### config.mk
export PLATFORM = sky130hd
export DESIGN_NAME = smp_port
export DESIGN_NICKNAME = d
export VERILOG_FILES = /design/src/common/smp_pkg.sv /design/src/hdl/smp_fifo.sv /design/src/hdl/smp_port.sv
export SDC_FILE = /design/constraint.sdc
export NUM_CORES = 1
export LEC_CHECK = 0
export BUFFER_PORTS_ARGS = -buffer_cell sky130_fd_sc_hd__buf_2
export CAP_MARGIN = 20
export CELL_PAD_IN_SITES_DETAIL_PLACEMENT = 1
export CELL_PAD_IN_SITES_GLOBAL_PLACEMENT = 1
export CORE_MARGIN = 2
export CORE_UTILIZATION = 40
export CTS_CLUSTER_DIAMETER = 120
export DETAILED_ROUTE_END_ITERATION = 6
export PLACE_DENSITY = 0.74
export SYNTH_ARGS = -nofsm -noshare
export SYNTH_HDL_FRONTEND = slang
export SYNTH_SLANG_ARGS = --single-unit
### constraint.sdc
create_clock -name mclk -period 7.3 [get_ports mclk]
set_input_delay 0.73 -clock mclk [delete_from_list [all_inputs] [get_ports mclk]]
set_output_delay 0.73 -clock mclk [all_outputs]
set_load 0.005 [all_outputs]
### src/common/smp_pkg.sv
// smp_pkg: constants and carrier types of the serial modem port
// Operation
// - control writes except baud keep low byte, ignore rest; baud uses all 16 bits
// - reset or power-up restores every default
// - ident fixed code, top bit jumper absent
// - nonzero reset write resets, aborts, flushes
// - irq bit7 enabled, bit6 requesting, 3:0 zero
// - nonzero break write sends a break
// - activity bit3 escape error, 7:4 zero
// - activity bits handshake, firmware irq, transfer
// - baud readback always a standard rate
// - baud 25..28800 rounded, else error
// - format 7:6 keep, xon/xoff, unsupported, off
// - format 5:4 odd or even parity
// - format bit3 enables parity send
// - format bit2 selects one or two stops
// - format 1:0 select five to eight bits
// - drive data terminal ready to modem
// - drive secondary request to send
// - drive data rate select output
// - supply transmit clock toward modem
package smp_pkg;
  localparam int unsigned CLK_HZ_DEF = 200_000_000;
  localparam int DIV_W = 22;
  localparam int DATA_W = 8;
  localparam int FIFO_DEPTH = 8;
  localparam logic [3:0] REG_IDENT_RST = 4'h0;
  localparam logic [3:0] REG_IRQ_BRK = 4'h1;
  localparam logic [3:0] REG_ACT = 4'h2;
  localparam logic [3:0] REG_BAUD = 4'h3;
  localparam logic [3:0] REG_FMT = 4'h4;
  // arbitrary value, bit 7 kept clear for the jumper flag
  localparam logic [6:0] IDENT_CODE = 7'h3A;
  localparam int IDENT_JMP_BIT = 7;
  localparam int IRQ_EN_BIT = 7;
  localparam int IRQ_REQ_BIT = 6;
  localparam int IRQ_LVL_LSB = 4;
  localparam int ACT_ESC_BIT = 3;
  localparam int ACT_HS_BIT = 2;
  localparam int ACT_ARM_BIT = 1;
  localparam int ACT_XFER_BIT = 0;
  localparam int FMT_HS_LSB = 6;
  localparam int FMT_SENSE_LSB = 4;
  localparam int FMT_PEN_BIT = 3;
  localparam int FMT_STOP_BIT = 2;
  localparam int FMT_LEN_LSB = 0;
  localparam logic [7:0] FMT_RST = 8'hC3;
  localparam logic [3:0] BAUD_IDX_RST = 4'hE;
  localparam logic [15:0] BAUD_MIN = 16'h0019;
  localparam logic [15:0] BAUD_MAX = 16'h7080;
  localparam logic [1:0] HS_KEEP = 2'h0;
  localparam logic [1:0] HS_XON = 2'h1;
  localparam logic [1:0] HS_BAD = 2'h2;
  localparam logic [1:0] HS_OFF = 2'h3;
  localparam logic [1:0] PAR_ODD = 2'h0;
  localparam logic [1:0] PAR_EVEN = 2'h1;
  localparam logic [3:0] LEN_MIN = 4'h5;
  localparam logic [3:0] BRK_BITS = 4'hD;
  localparam logic [3:0] DRS_IDX = 4'hA;
  localparam logic [15:0] RATE [16] = '{16'h0032, 16'h004B, 16'h006E, 16'h0086,
    16'h0096, 16'h00C8, 16'h012C, 16'h0258, 16'h04B0, 16'h0708, 16'h0960,
    16'h0E10, 16'h12C0, 16'h1C20, 16'h2580, 16'h4B00};
  // midpoints between neighbouring rates, for rounding to nearest
  localparam logic [15:0] RATE_MID [15] = '{16'h003F, 16'h005D, 16'h007A,
    16'h008E, 16'h00AF, 16'h00FA, 16'h01C2, 16'h0384, 16'h05DC, 16'h0834,
    16'h0BB8, 16'h1068, 16'h1770, 16'h20D0, 16'h3840};

  typedef struct packed {
    logic wr;
    logic rd;
    logic [3:0] addr;
    logic [15:0] data;
  } smp_ctl_t;

  typedef struct packed {
    logic jumperOut;
    logic [1:0] irqLevel;
    logic hostIrqEn;
    logic irqReq;
    logic fwIrqArmStatement;
    logic hsActive;
    logic hsEscErr;
  } smp_fw_t;

  typedef struct packed {
    logic txd;
    logic dtr;
    logic srts;
    logic drs;
    logic txClk;
  } smp_modem_t;

  typedef enum {TX_IDLE, TX_START, TX_DATA, TX_PAR, TX_STOP, TX_BRK} smp_txst_t;
endpackage : smp_pkg

### src/hdl/smp_fifo.sv
// smp_fifo: small synchronous fifo with valid/ready on both sides
`timescale 1ns/1ps
module smp_fifo #(
  parameter int W = 8,
  parameter int D = 8
) (
  // clock and reset
  input wire logic clk,
  input wire logic rstn,
  input wire logic flush,
  // fill side
  input wire logic inValid,
  input wire logic [W-1:0] inData,
  output logic inReady,
  // drain side
  output logic outValid,
  output logic [W-1:0] outData,
  input wire logic outReady
);
  // depth must be a power of two so the pointers wrap by themselves
  localparam int AW = $clog2(D);

  logic [W-1:0] mem [D];
  logic [AW-1:0] wrPtr_q, rdPtr_q;
  logic [AW:0] cnt_q, cnt_d;
  wire push = inValid && inReady;
  wire pop = outValid && outReady;

  assign cnt_d = cnt_q + (AW+1)'(push) - (AW+1)'(pop);
  assign outData = mem[rdPtr_q];

  always_ff @(posedge clk or negedge rstn) begin
    if (!rstn) begin
      cnt_q <= '0;
      wrPtr_q <= '0;
      rdPtr_q <= '0;
      inReady <= 1'b1;
      outValid <= 1'b0;
    end else if (flush) begin
      cnt_q <= '0;
      wrPtr_q <= '0;
      rdPtr_q <= '0;
      inReady <= 1'b1;
      outValid <= 1'b0;
    end else begin
      cnt_q <= cnt_d;
      wrPtr_q <= wrPtr_q + AW'(push);
      rdPtr_q <= rdPtr_q + AW'(pop);
      inReady <= cnt_d != (AW+1)'(D);
      outValid <= cnt_d != '0;
    end
  end

  // storage has no reset; entries are only read after being written
  always_ff @(posedge clk) begin
    if (push) begin
      mem[wrPtr_q] <= inData;
    end
  end
endmodule : smp_fifo

### src/hdl/smp_port.sv
// smp_port: serial modem port registers and character transmitter
`timescale 1ns/1ps
module smp_port #(
  parameter int unsigned CLK_HZ = smp_pkg::CLK_HZ_DEF
) (
  // clock and reset
  input wire logic mclk,
  input wire logic rstn,
  // status and control register port
  input wire smp_pkg::smp_ctl_t ctlReq,
  output logic [15:0] rdData,
  output logic ctlErr,
  // characters to send
  input wire logic txValid,
  input wire logic [smp_pkg::DATA_W-1:0] txData,
  output logic txReady,
  // straps and firmware state
  input wire smp_pkg::smp_fw_t fwIn,
  // modem lines
  output smp_pkg::smp_modem_t modem
);
  import smp_pkg::*;

  logic [7:0] fmt_q;
  logic [3:0] baudIdx_q;
  logic softRst_q, brkPend_q, ctlErr_q;
  logic [15:0] rdData_q;
  smp_fw_t fw_q;
  smp_modem_t modem_q;
  smp_txst_t st_q;
  logic [DIV_W-1:0] divCnt_q;
  logic [3:0] bitCnt_q;
  logic [7:0] shift_q;
  logic par_q;

  // register decode
  wire [7:0] wrByte = ctlReq.data[7:0];
  wire wrRst = ctlReq.wr && ctlReq.addr == REG_IDENT_RST;
  wire wrBrk = ctlReq.wr && ctlReq.addr == REG_IRQ_BRK;
  wire wrBaud = ctlReq.wr && ctlReq.addr == REG_BAUD;
  wire wrFmt = ctlReq.wr && ctlReq.addr == REG_FMT;
  wire unmapped = (ctlReq.wr || ctlReq.rd) && ctlReq.addr > REG_FMT;

  // rate table and rounding of a requested rate
  logic [DIV_W-1:0] divTab [16];
  logic [14:0] above;
  genvar gi;
  generate
    for (gi = 0; gi < 16; gi++) begin : g_rate
      assign divTab[gi] = DIV_W'(CLK_HZ / RATE[gi]);
      if (gi < 15) begin : g_mid
        assign above[gi] = ctlReq.data >= RATE_MID[gi];
      end
    end
  endgenerate

  logic [3:0] roundIdx;
  // thermometer count picks the nearest rate
  always_comb begin
    roundIdx = 4'h0;
    for (int i = 0; i < 15; i++) begin
      roundIdx = roundIdx + 4'(above[i]);
    end
  end

  wire baudOk = ctlReq.data >= BAUD_MIN && ctlReq.data <= BAUD_MAX;
  // code 10 refused; sense codes 10 and 11 refused
  wire fmtOk = !wrByte[FMT_SENSE_LSB+1] && wrByte[FMT_HS_LSB+:2] != HS_BAD;
  // code 00 keeps the handshake setting
  wire [1:0] hsNew = wrByte[FMT_HS_LSB+:2] == HS_KEEP ? fmt_q[FMT_HS_LSB+:2] : wrByte[FMT_HS_LSB+:2];
  wire [7:0] fmtNew = {hsNew, wrByte[5:0]};
  wire errNow = (wrBaud && !baudOk) || (wrFmt && !fmtOk) || unmapped;

  // transmitter helpers
  wire [DIV_W-1:0] bitDiv = divTab[baudIdx_q];
  wire tick = divCnt_q == '0;
  wire fifoValid;
  wire [DATA_W-1:0] fifoData;
  wire brkGo = st_q == TX_IDLE && brkPend_q && !softRst_q;
  wire popGo = st_q == TX_IDLE && !brkPend_q && fifoValid && !softRst_q;
  // length 5..8 masks the unused upper bits
  wire [1:0] lenCode = fmt_q[FMT_LEN_LSB+:2];
  wire [7:0] lenMask = 8'hFF >> (2'h3 - lenCode);
  wire [3:0] lastBit = 4'(LEN_MIN + {2'h0, lenCode} - 4'h1);
  // odd sense inverts the even parity
  wire parNew = ^(fifoData & lenMask) ^ (fmt_q[FMT_SENSE_LSB+:2] == PAR_ODD);
  wire twoStop = fmt_q[FMT_STOP_BIT];
  wire busy = st_q != TX_IDLE || fifoValid || brkPend_q;

  // read data selection
  logic [15:0] rdMux;
  always_comb begin
    case (ctlReq.addr)
      // jumper flag rides on the top bit
      REG_IDENT_RST: rdMux = {8'h00, fw_q.jumperOut, IDENT_CODE};
      // enable, request, level, low nibble zero
      REG_IRQ_BRK: rdMux = {8'h00, fw_q.hostIrqEn, fw_q.irqReq, fw_q.irqLevel, 4'h0};
      REG_ACT: rdMux = {8'h00, 4'h0, fw_q.hsEscErr, fw_q.hsActive, fw_q.fwIrqArmStatement, busy};
      // the rate in use, always from the table
      REG_BAUD: rdMux = RATE[baudIdx_q];
      REG_FMT: rdMux = {8'h00, fmt_q};
      default: rdMux = 16'h0000;
    endcase
  end

  // status inputs sampled every cycle
  always_ff @(posedge mclk or negedge rstn) begin
    if (!rstn) begin
      fw_q <= '0;
    end else begin
      fw_q <= fwIn;
    end
  end

  // register answers
  always_ff @(posedge mclk or negedge rstn) begin
    if (!rstn) begin
      rdData_q <= 16'h0000;
      ctlErr_q <= 1'b0;
    end else begin
      rdData_q <= ctlReq.rd ? rdMux : rdData_q;
      ctlErr_q <= errNow;
    end
  end

  // nonzero low byte resets the card on the next edge
  always_ff @(posedge mclk or negedge rstn) begin
    if (!rstn) begin
      softRst_q <= 1'b0;
    end else begin
      softRst_q <= wrRst && wrByte != 8'h00;
    end
  end

  // defaults after power-up and after a card reset
  always_ff @(posedge mclk or negedge rstn) begin
    if (!rstn) begin
      fmt_q <= FMT_RST;
      baudIdx_q <= BAUD_IDX_RST;
      brkPend_q <= 1'b0;
    end else if (softRst_q) begin
      fmt_q <= FMT_RST;
      baudIdx_q <= BAUD_IDX_RST;
      brkPend_q <= 1'b0;
    end else begin
      // only the low byte of the format write is used
      if (wrFmt && fmtOk) begin
        fmt_q <= fmtNew;
      end
      if (wrBaud && baudOk) begin
        baudIdx_q <= roundIdx;
      end
      // a new break request wins over the take-up
      brkPend_q <= (brkPend_q && !brkGo) || (wrBrk && wrByte != 8'h00);
    end
  end

  // character transmitter, one bit per divider period
  always_ff @(posedge mclk or negedge rstn) begin
    if (!rstn) begin
      st_q <= TX_IDLE;
      modem_q.txd <= 1'b1;
      divCnt_q <= '0;
      bitCnt_q <= 4'h0;
      shift_q <= 8'h00;
      par_q <= 1'b0;
      modem_q.dtr <= 1'b0;
      modem_q.srts <= 1'b0;
      modem_q.drs <= 1'b0;
      modem_q.txClk <= 1'b0;
    end else if (softRst_q) begin
      // a character in flight is cut off
      st_q <= TX_IDLE;
      modem_q.txd <= 1'b1;
      divCnt_q <= '0;
      bitCnt_q <= 4'h0;
      // not ready during a card reset
      modem_q.dtr <= 1'b0;
      modem_q.srts <= 1'b0;
      modem_q.drs <= baudIdx_q >= DRS_IDX;
      modem_q.txClk <= 1'b0;
    end else begin
      // one process owns the whole line struct, so no field has two drivers
      // ready whenever not in a card reset
      modem_q.dtr <= 1'b1;
      // ready to send while characters wait or go out
      modem_q.srts <= busy;
      // upper rate of a dual-rate modem from 2400 up
      modem_q.drs <= baudIdx_q >= DRS_IDX;
      // high in the first half of every bit time
      modem_q.txClk <= st_q != TX_IDLE && divCnt_q >= (bitDiv >> 1);
      divCnt_q <= tick ? bitDiv - DIV_W'(1) : divCnt_q - DIV_W'(1);
      case (st_q)
        TX_IDLE: begin
          divCnt_q <= bitDiv - DIV_W'(1);
          if (brkGo) begin
            // spacing held for more than a longest frame
            st_q <= TX_BRK;
            modem_q.txd <= 1'b0;
            bitCnt_q <= BRK_BITS - 4'h1;
          end else if (popGo) begin
            // low start bit opens the frame
            st_q <= TX_START;
            modem_q.txd <= 1'b0;
            shift_q <= fifoData & lenMask;
            par_q <= parNew;
          end
        end
        TX_START: begin
          if (tick) begin
            // data leaves least significant bit first
            st_q <= TX_DATA;
            modem_q.txd <= shift_q[0];
            shift_q <= shift_q >> 1;
            bitCnt_q <= lastBit;
          end
        end
        TX_DATA: begin
          if (tick) begin
            if (bitCnt_q != 4'h0) begin
              modem_q.txd <= shift_q[0];
              shift_q <= shift_q >> 1;
              bitCnt_q <= bitCnt_q - 4'h1;
            end else if (fmt_q[FMT_PEN_BIT]) begin
              st_q <= TX_PAR;
              modem_q.txd <= par_q;
            end else begin
              st_q <= TX_STOP;
              modem_q.txd <= 1'b1;
              bitCnt_q <= {3'h0, twoStop};
            end
          end
        end
        TX_PAR: begin
          if (tick) begin
            st_q <= TX_STOP;
            modem_q.txd <= 1'b1;
            bitCnt_q <= {3'h0, twoStop};
          end
        end
        TX_STOP: begin
          if (tick) begin
            if (bitCnt_q != 4'h0) begin
              bitCnt_q <= bitCnt_q - 4'h1;
            end else begin
              st_q <= TX_IDLE;
            end
          end
        end
        TX_BRK: begin
          if (tick) begin
            if (bitCnt_q != 4'h0) begin
              bitCnt_q <= bitCnt_q - 4'h1;
            end else begin
              // one mark bit before the line counts as idle again
              st_q <= TX_STOP;
              modem_q.txd <= 1'b1;
            end
          end
        end
        default: begin
          st_q <= TX_IDLE;
          modem_q.txd <= 1'b1;
        end
      endcase
    end
  end

  // the fifo absorbs bursts from the host while a slow rate drains it
  smp_fifo #(
    .W(DATA_W),
    .D(FIFO_DEPTH)
  ) u_fifo (
    .clk(mclk),
    .rstn(rstn),
    .flush(softRst_q),
    .inValid(txValid),
    .inData(txData),
    .inReady(txReady),
    .outValid(fifoValid),
    .outData(fifoData),
    .outReady(popGo)
  );

  assign rdData = rdData_q;
  assign ctlErr = ctlErr_q;
  assign modem = modem_q;
endmodule : smp_port

==> impl_metrics.csv <==
group,metric,value,unit
grt,grt_pass1_wl,40.2,mm
route,via_count,7111,
floorplanning,rows,56,
worst_setup_path,crit_top_cell,"fa_1",
synth,synth_nets,1004,
clock_tree,cts_hold_buf,0,
worst_setup_path,cp_slowest_stage_delay,0.68,ns
clock_tree,htree_levels,4,
clock_tree,cts_made_buffers,17,
cells_and_area,nFillCells,2625,
cells_and_area,mostFrequentLayoutCells,"dfrtp_1, nor2_1, nand2_1",
clock_tree,clockRootBuffer,"clkbuf_16",
clock_tree,cts.sinks,157,
sta,hold_viol_final,0,
power_and_ir_drop,power_density,350,mW/mm^2
route,via_per_inst,5.57,
route,routed_wl,25.3,mm
sta,slew_headroom,38.3,%
placed_design,gp_congestion,0.857,
cells_and_area,multiInputGateArea,0.00466,mm^2
clock_tree,insertion_delay,0.44,ns
route,wire_per_inst,19.8,um
grt,gr-usage-all-layers,21.1,%
synth,syn_area_per_cell,10.3,um^2
sta,tightest_slew,0.923,ns
synth,syn_inst,913,
grt,gr-total-overflow,0,
synth,ys.flop_type,"dfrtp_1",
synth,synth_warnings,0,
worst_setup_path,required,7.66,ns
floorplanning,dieHeight,158,um
cells_and_area,fin_nets,1035,
clock_tree,cts.path.max_buffers,2,
cells_and_area,drive_above_1_share,17.6,%
grt,antenna_found_initial,1,
power_and_ir_drop,irDropWorstVdd,0.152,mV
worst_setup_path,endpoint_kind,"register",
floorplanning,start_util,40.4,%
cells_and_area,seq_area,0.00426,mm^2
worst_setup_path,path_cells,"buf_2, nor4_1, nand3_1, nor3_1, o21a_1, fa_1, inv_1, fa_1, fa_1, inv_1, fa_1, inv_1, fa_1, inv_1, fa_1, o211ai_1",
worst_setup_path,cp-start-kind,"input port",
cells_and_area,syn_to_final_growth,11.9,%
sta,finalMaxSlewViolations,0,
route,ant_nets,0,
route,drc,0,
clock_tree,cts.repair.resized,0,
power_and_ir_drop,p_leak,0.00427,uW
synth,synth_cell_types,83,
run_status,status,"completed",
worst_setup_path,reg2reg_depth,10,
sta,hold_ws,0.333,ns
floorplanning,die-width,158,um
clock_tree,cts_setup_buffers,0,
clock_tree,path_clk_slew,0.08,ns
synth,synth_edf_count,64,
synth,netlist_area,0.00943,mm^2
floorplanning,core,0.0233,mm^2
worst_setup_path,critical_path_class,"input port to register",
floorplanning,ios,64,
cells_and_area,layout_commonest_cell,"dfrtp_1",
route,dr.pass1.iters,5,
route,drt_iter0_markers,330,
clock_tree,cts_tree,"done",
sta,fin_worst_skew,0.0155,ns
sta,finalSetupTns,0,ns
grt,first_global_vias,7315,
run,maxCapViolations,0,
worst_setup_path,path_max_fanout,6,
synth,ys_seq_area_share,45.2,%
sta,fmax,0.191,GHz
placed_design,io_buffers,62,
synth,ys_ff_latch,157,
cells_and_area,n_antenna_cell,0,
placed_design,hpwl,17.9,mm
grt,grt_max_degree,54,
worst_setup_path,cp_data_arrival_time,5.60,ns
worst_setup_path,cpMaxStageDelayCell,"nor4_1",
synth,async_reset_ff_share,59.2,%
floorplanning,dieArea,0.0248,mm^2
sta,finalCritPeriodShare,71.8,%
hold_path,hold_class,"input port to async pin",
sta,rsz0062_at_grt,"no",
sta,period_minus_slack,5.24,ns
sta,finalSetupViolCount,0,
layout make-up:
class                           instances  share of cell area (%)
Multi-Input combinational cell        642                    44.2
Sequential cell                       157                    40.4
Clock buffer                           17                    4.03
Tap cell                              319                    3.78
Timing Repair Buffer                   70                    3.70
Inverter                               56                    1.99
Clock inverter                         15                    1.91
worst max-delay path, delay by kind of cell:
kind | cells | cell delay [ns]
adders and majority gates | 6 | 2.75
and+or+nand+nor | 3 | 1.30
buffers and inverters | 5 | 0.42
AOI/OAI and AO/OA | 2 | 0.40
sequential cells by signal (all words and copies together) (netlist names), 3 cells and up:
register and cells:
baudIdx_q 4, bitCnt_q 4, divCnt_q 22, fmt_q 8, fw_q 8, modem 5
rdData 15, shift_q 8, st_q 3, u_fifo.cnt_q 4, u_fifo.mem 64, u_fifo.rdPtr_q 3
u_fifo.wrPtr_q 3
through the flow:
step                      utilization, %  instances  area (um^2)  setup slack, ns  power [uW]
after global placement              42.4       1242         9890             1.79        2680
after detailed placement            42.4       1242         9890             1.67        2750
after CTS                           45.1       1274        10500             2.14        3710
after global routing                45.2       1276        10500             1.68        3950
after floorplan                        -        913         9430             2.27        2390
final                               45.2       1276        10500             2.06        3690
Yosys cell counts (4+ instances only):
| cell | number | area (um^2) |
|---|---|---|
| xor2_1 | 16 | 140 |
| nand4_1 | 7 | 43.8 |
| a311oi_1 | 4 | 35.0 |
| ha_1 | 39 | 488 |
| dfstp_2 | 9 | 236 |
| nor2b_1 | 16 | 100 |
| nor2_1 | 82 | 308 |
| nand3b_1 | 9 | 67.6 |
| nor3b_1 | 5 | 37.5 |
| inv_1 | 55 | 206 |
| o31ai_1 | 10 | 75.1 |
| clkbuf_1 | 37 | 139 |
| o22ai_1 | 15 | 93.8 |
| or3_2 | 4 | 30.0 |
| buf_2 | 7 | 35.0 |
| nand2_1 | 78 | 293 |
| o211ai_1 | 12 | 90.1 |
| o21bai_1 | 4 | 30.0 |
| dfrtp_1 | 84 | 2100 |
| and2_1 | 4 | 25.0 |
| a31oi_1 | 6 | 37.5 |
| mux2_4 | 8 | 120 |
| edfxtp_1 | 64 | 1920 |
| a21oi_1 | 48 | 240 |
| a211oi_1 | 12 | 90.1 |
| o21ai_0 | 39 | 195 |
| clkbuf_8 | 5 | 68.8 |
| nand2b_1 | 6 | 37.5 |
| mux4_2 | 16 | 360 |
| nor3_1 | 25 | 125 |
| a21o_1 | 11 | 82.6 |
| mux2_2 | 9 | 101 |
| or3_1 | 4 | 25.0 |
| buf_1 | 4 | 15.0 |
| mux2i_1 | 15 | 150 |
| and3_1 | 9 | 56.3 |
| nor4_1 | 8 | 50.1 |
| fa_1 | 11 | 220 |
| xnor2_1 | 28 | 245 |
| nand3_1 | 26 | 130 |
layer usage:
layer / global-route usage [%] / vias up / share of wire, %
li1: - / 3349 / -
met1: 27.7 / 3604 / 44
met2: 36.1 / 122 / 51
met3: 3.52 / 36 / 3.3
met4: 5.63 / 0 / 1.5
met5: 0 / - / 0
kinds of logic after synthesis:
| kind of cell | share of synthesized area, % |
|---|---|
| and+or+nand+nor | 15.9 |
| adders and majority gates | 7.51 |
| xor gates and xnor gates | 4.09 |
| DFF | 45.2 |
| other | 0.0398 |
| muxes | 7.88 |
| buffers and inverters | 5.45 |
| AOI/OAI and AO/OA | 13.9 |
worst paths after layout:
kind | start | to | slack (ns)
worst max-delay path | ctlReq[14] | baudIdx_q[1]$_DFFE_PN1P_ | 2.06
worst min-delay path | rstn | u_fifo.cnt_q[1]$_DFF_PN0_ | 0.33
worst max register to register | baudIdx_q[1]$_DFFE_PN1P_ | modem[0]$_DFF_PN0_ | 3.35
worst min register to register | fmt_q[6]$_DFFE_PN1P_ | fmt_q[6]$_DFFE_PN1P_ | 0.51
max in group asynchronous | rstn | softRst_q$_DFF_PN0_ | 5.86
min in group mclk | fwIn[4] | fw_q[4]$_DFF_PN0_ | 0.39
power breakdown:
group | switching [uW] | internal (uW)
sequential | 238 | 1130
clock | 468 | 476
combinational | 740 | 646
No activity file was read; power rests on OpenSTA's default activity.
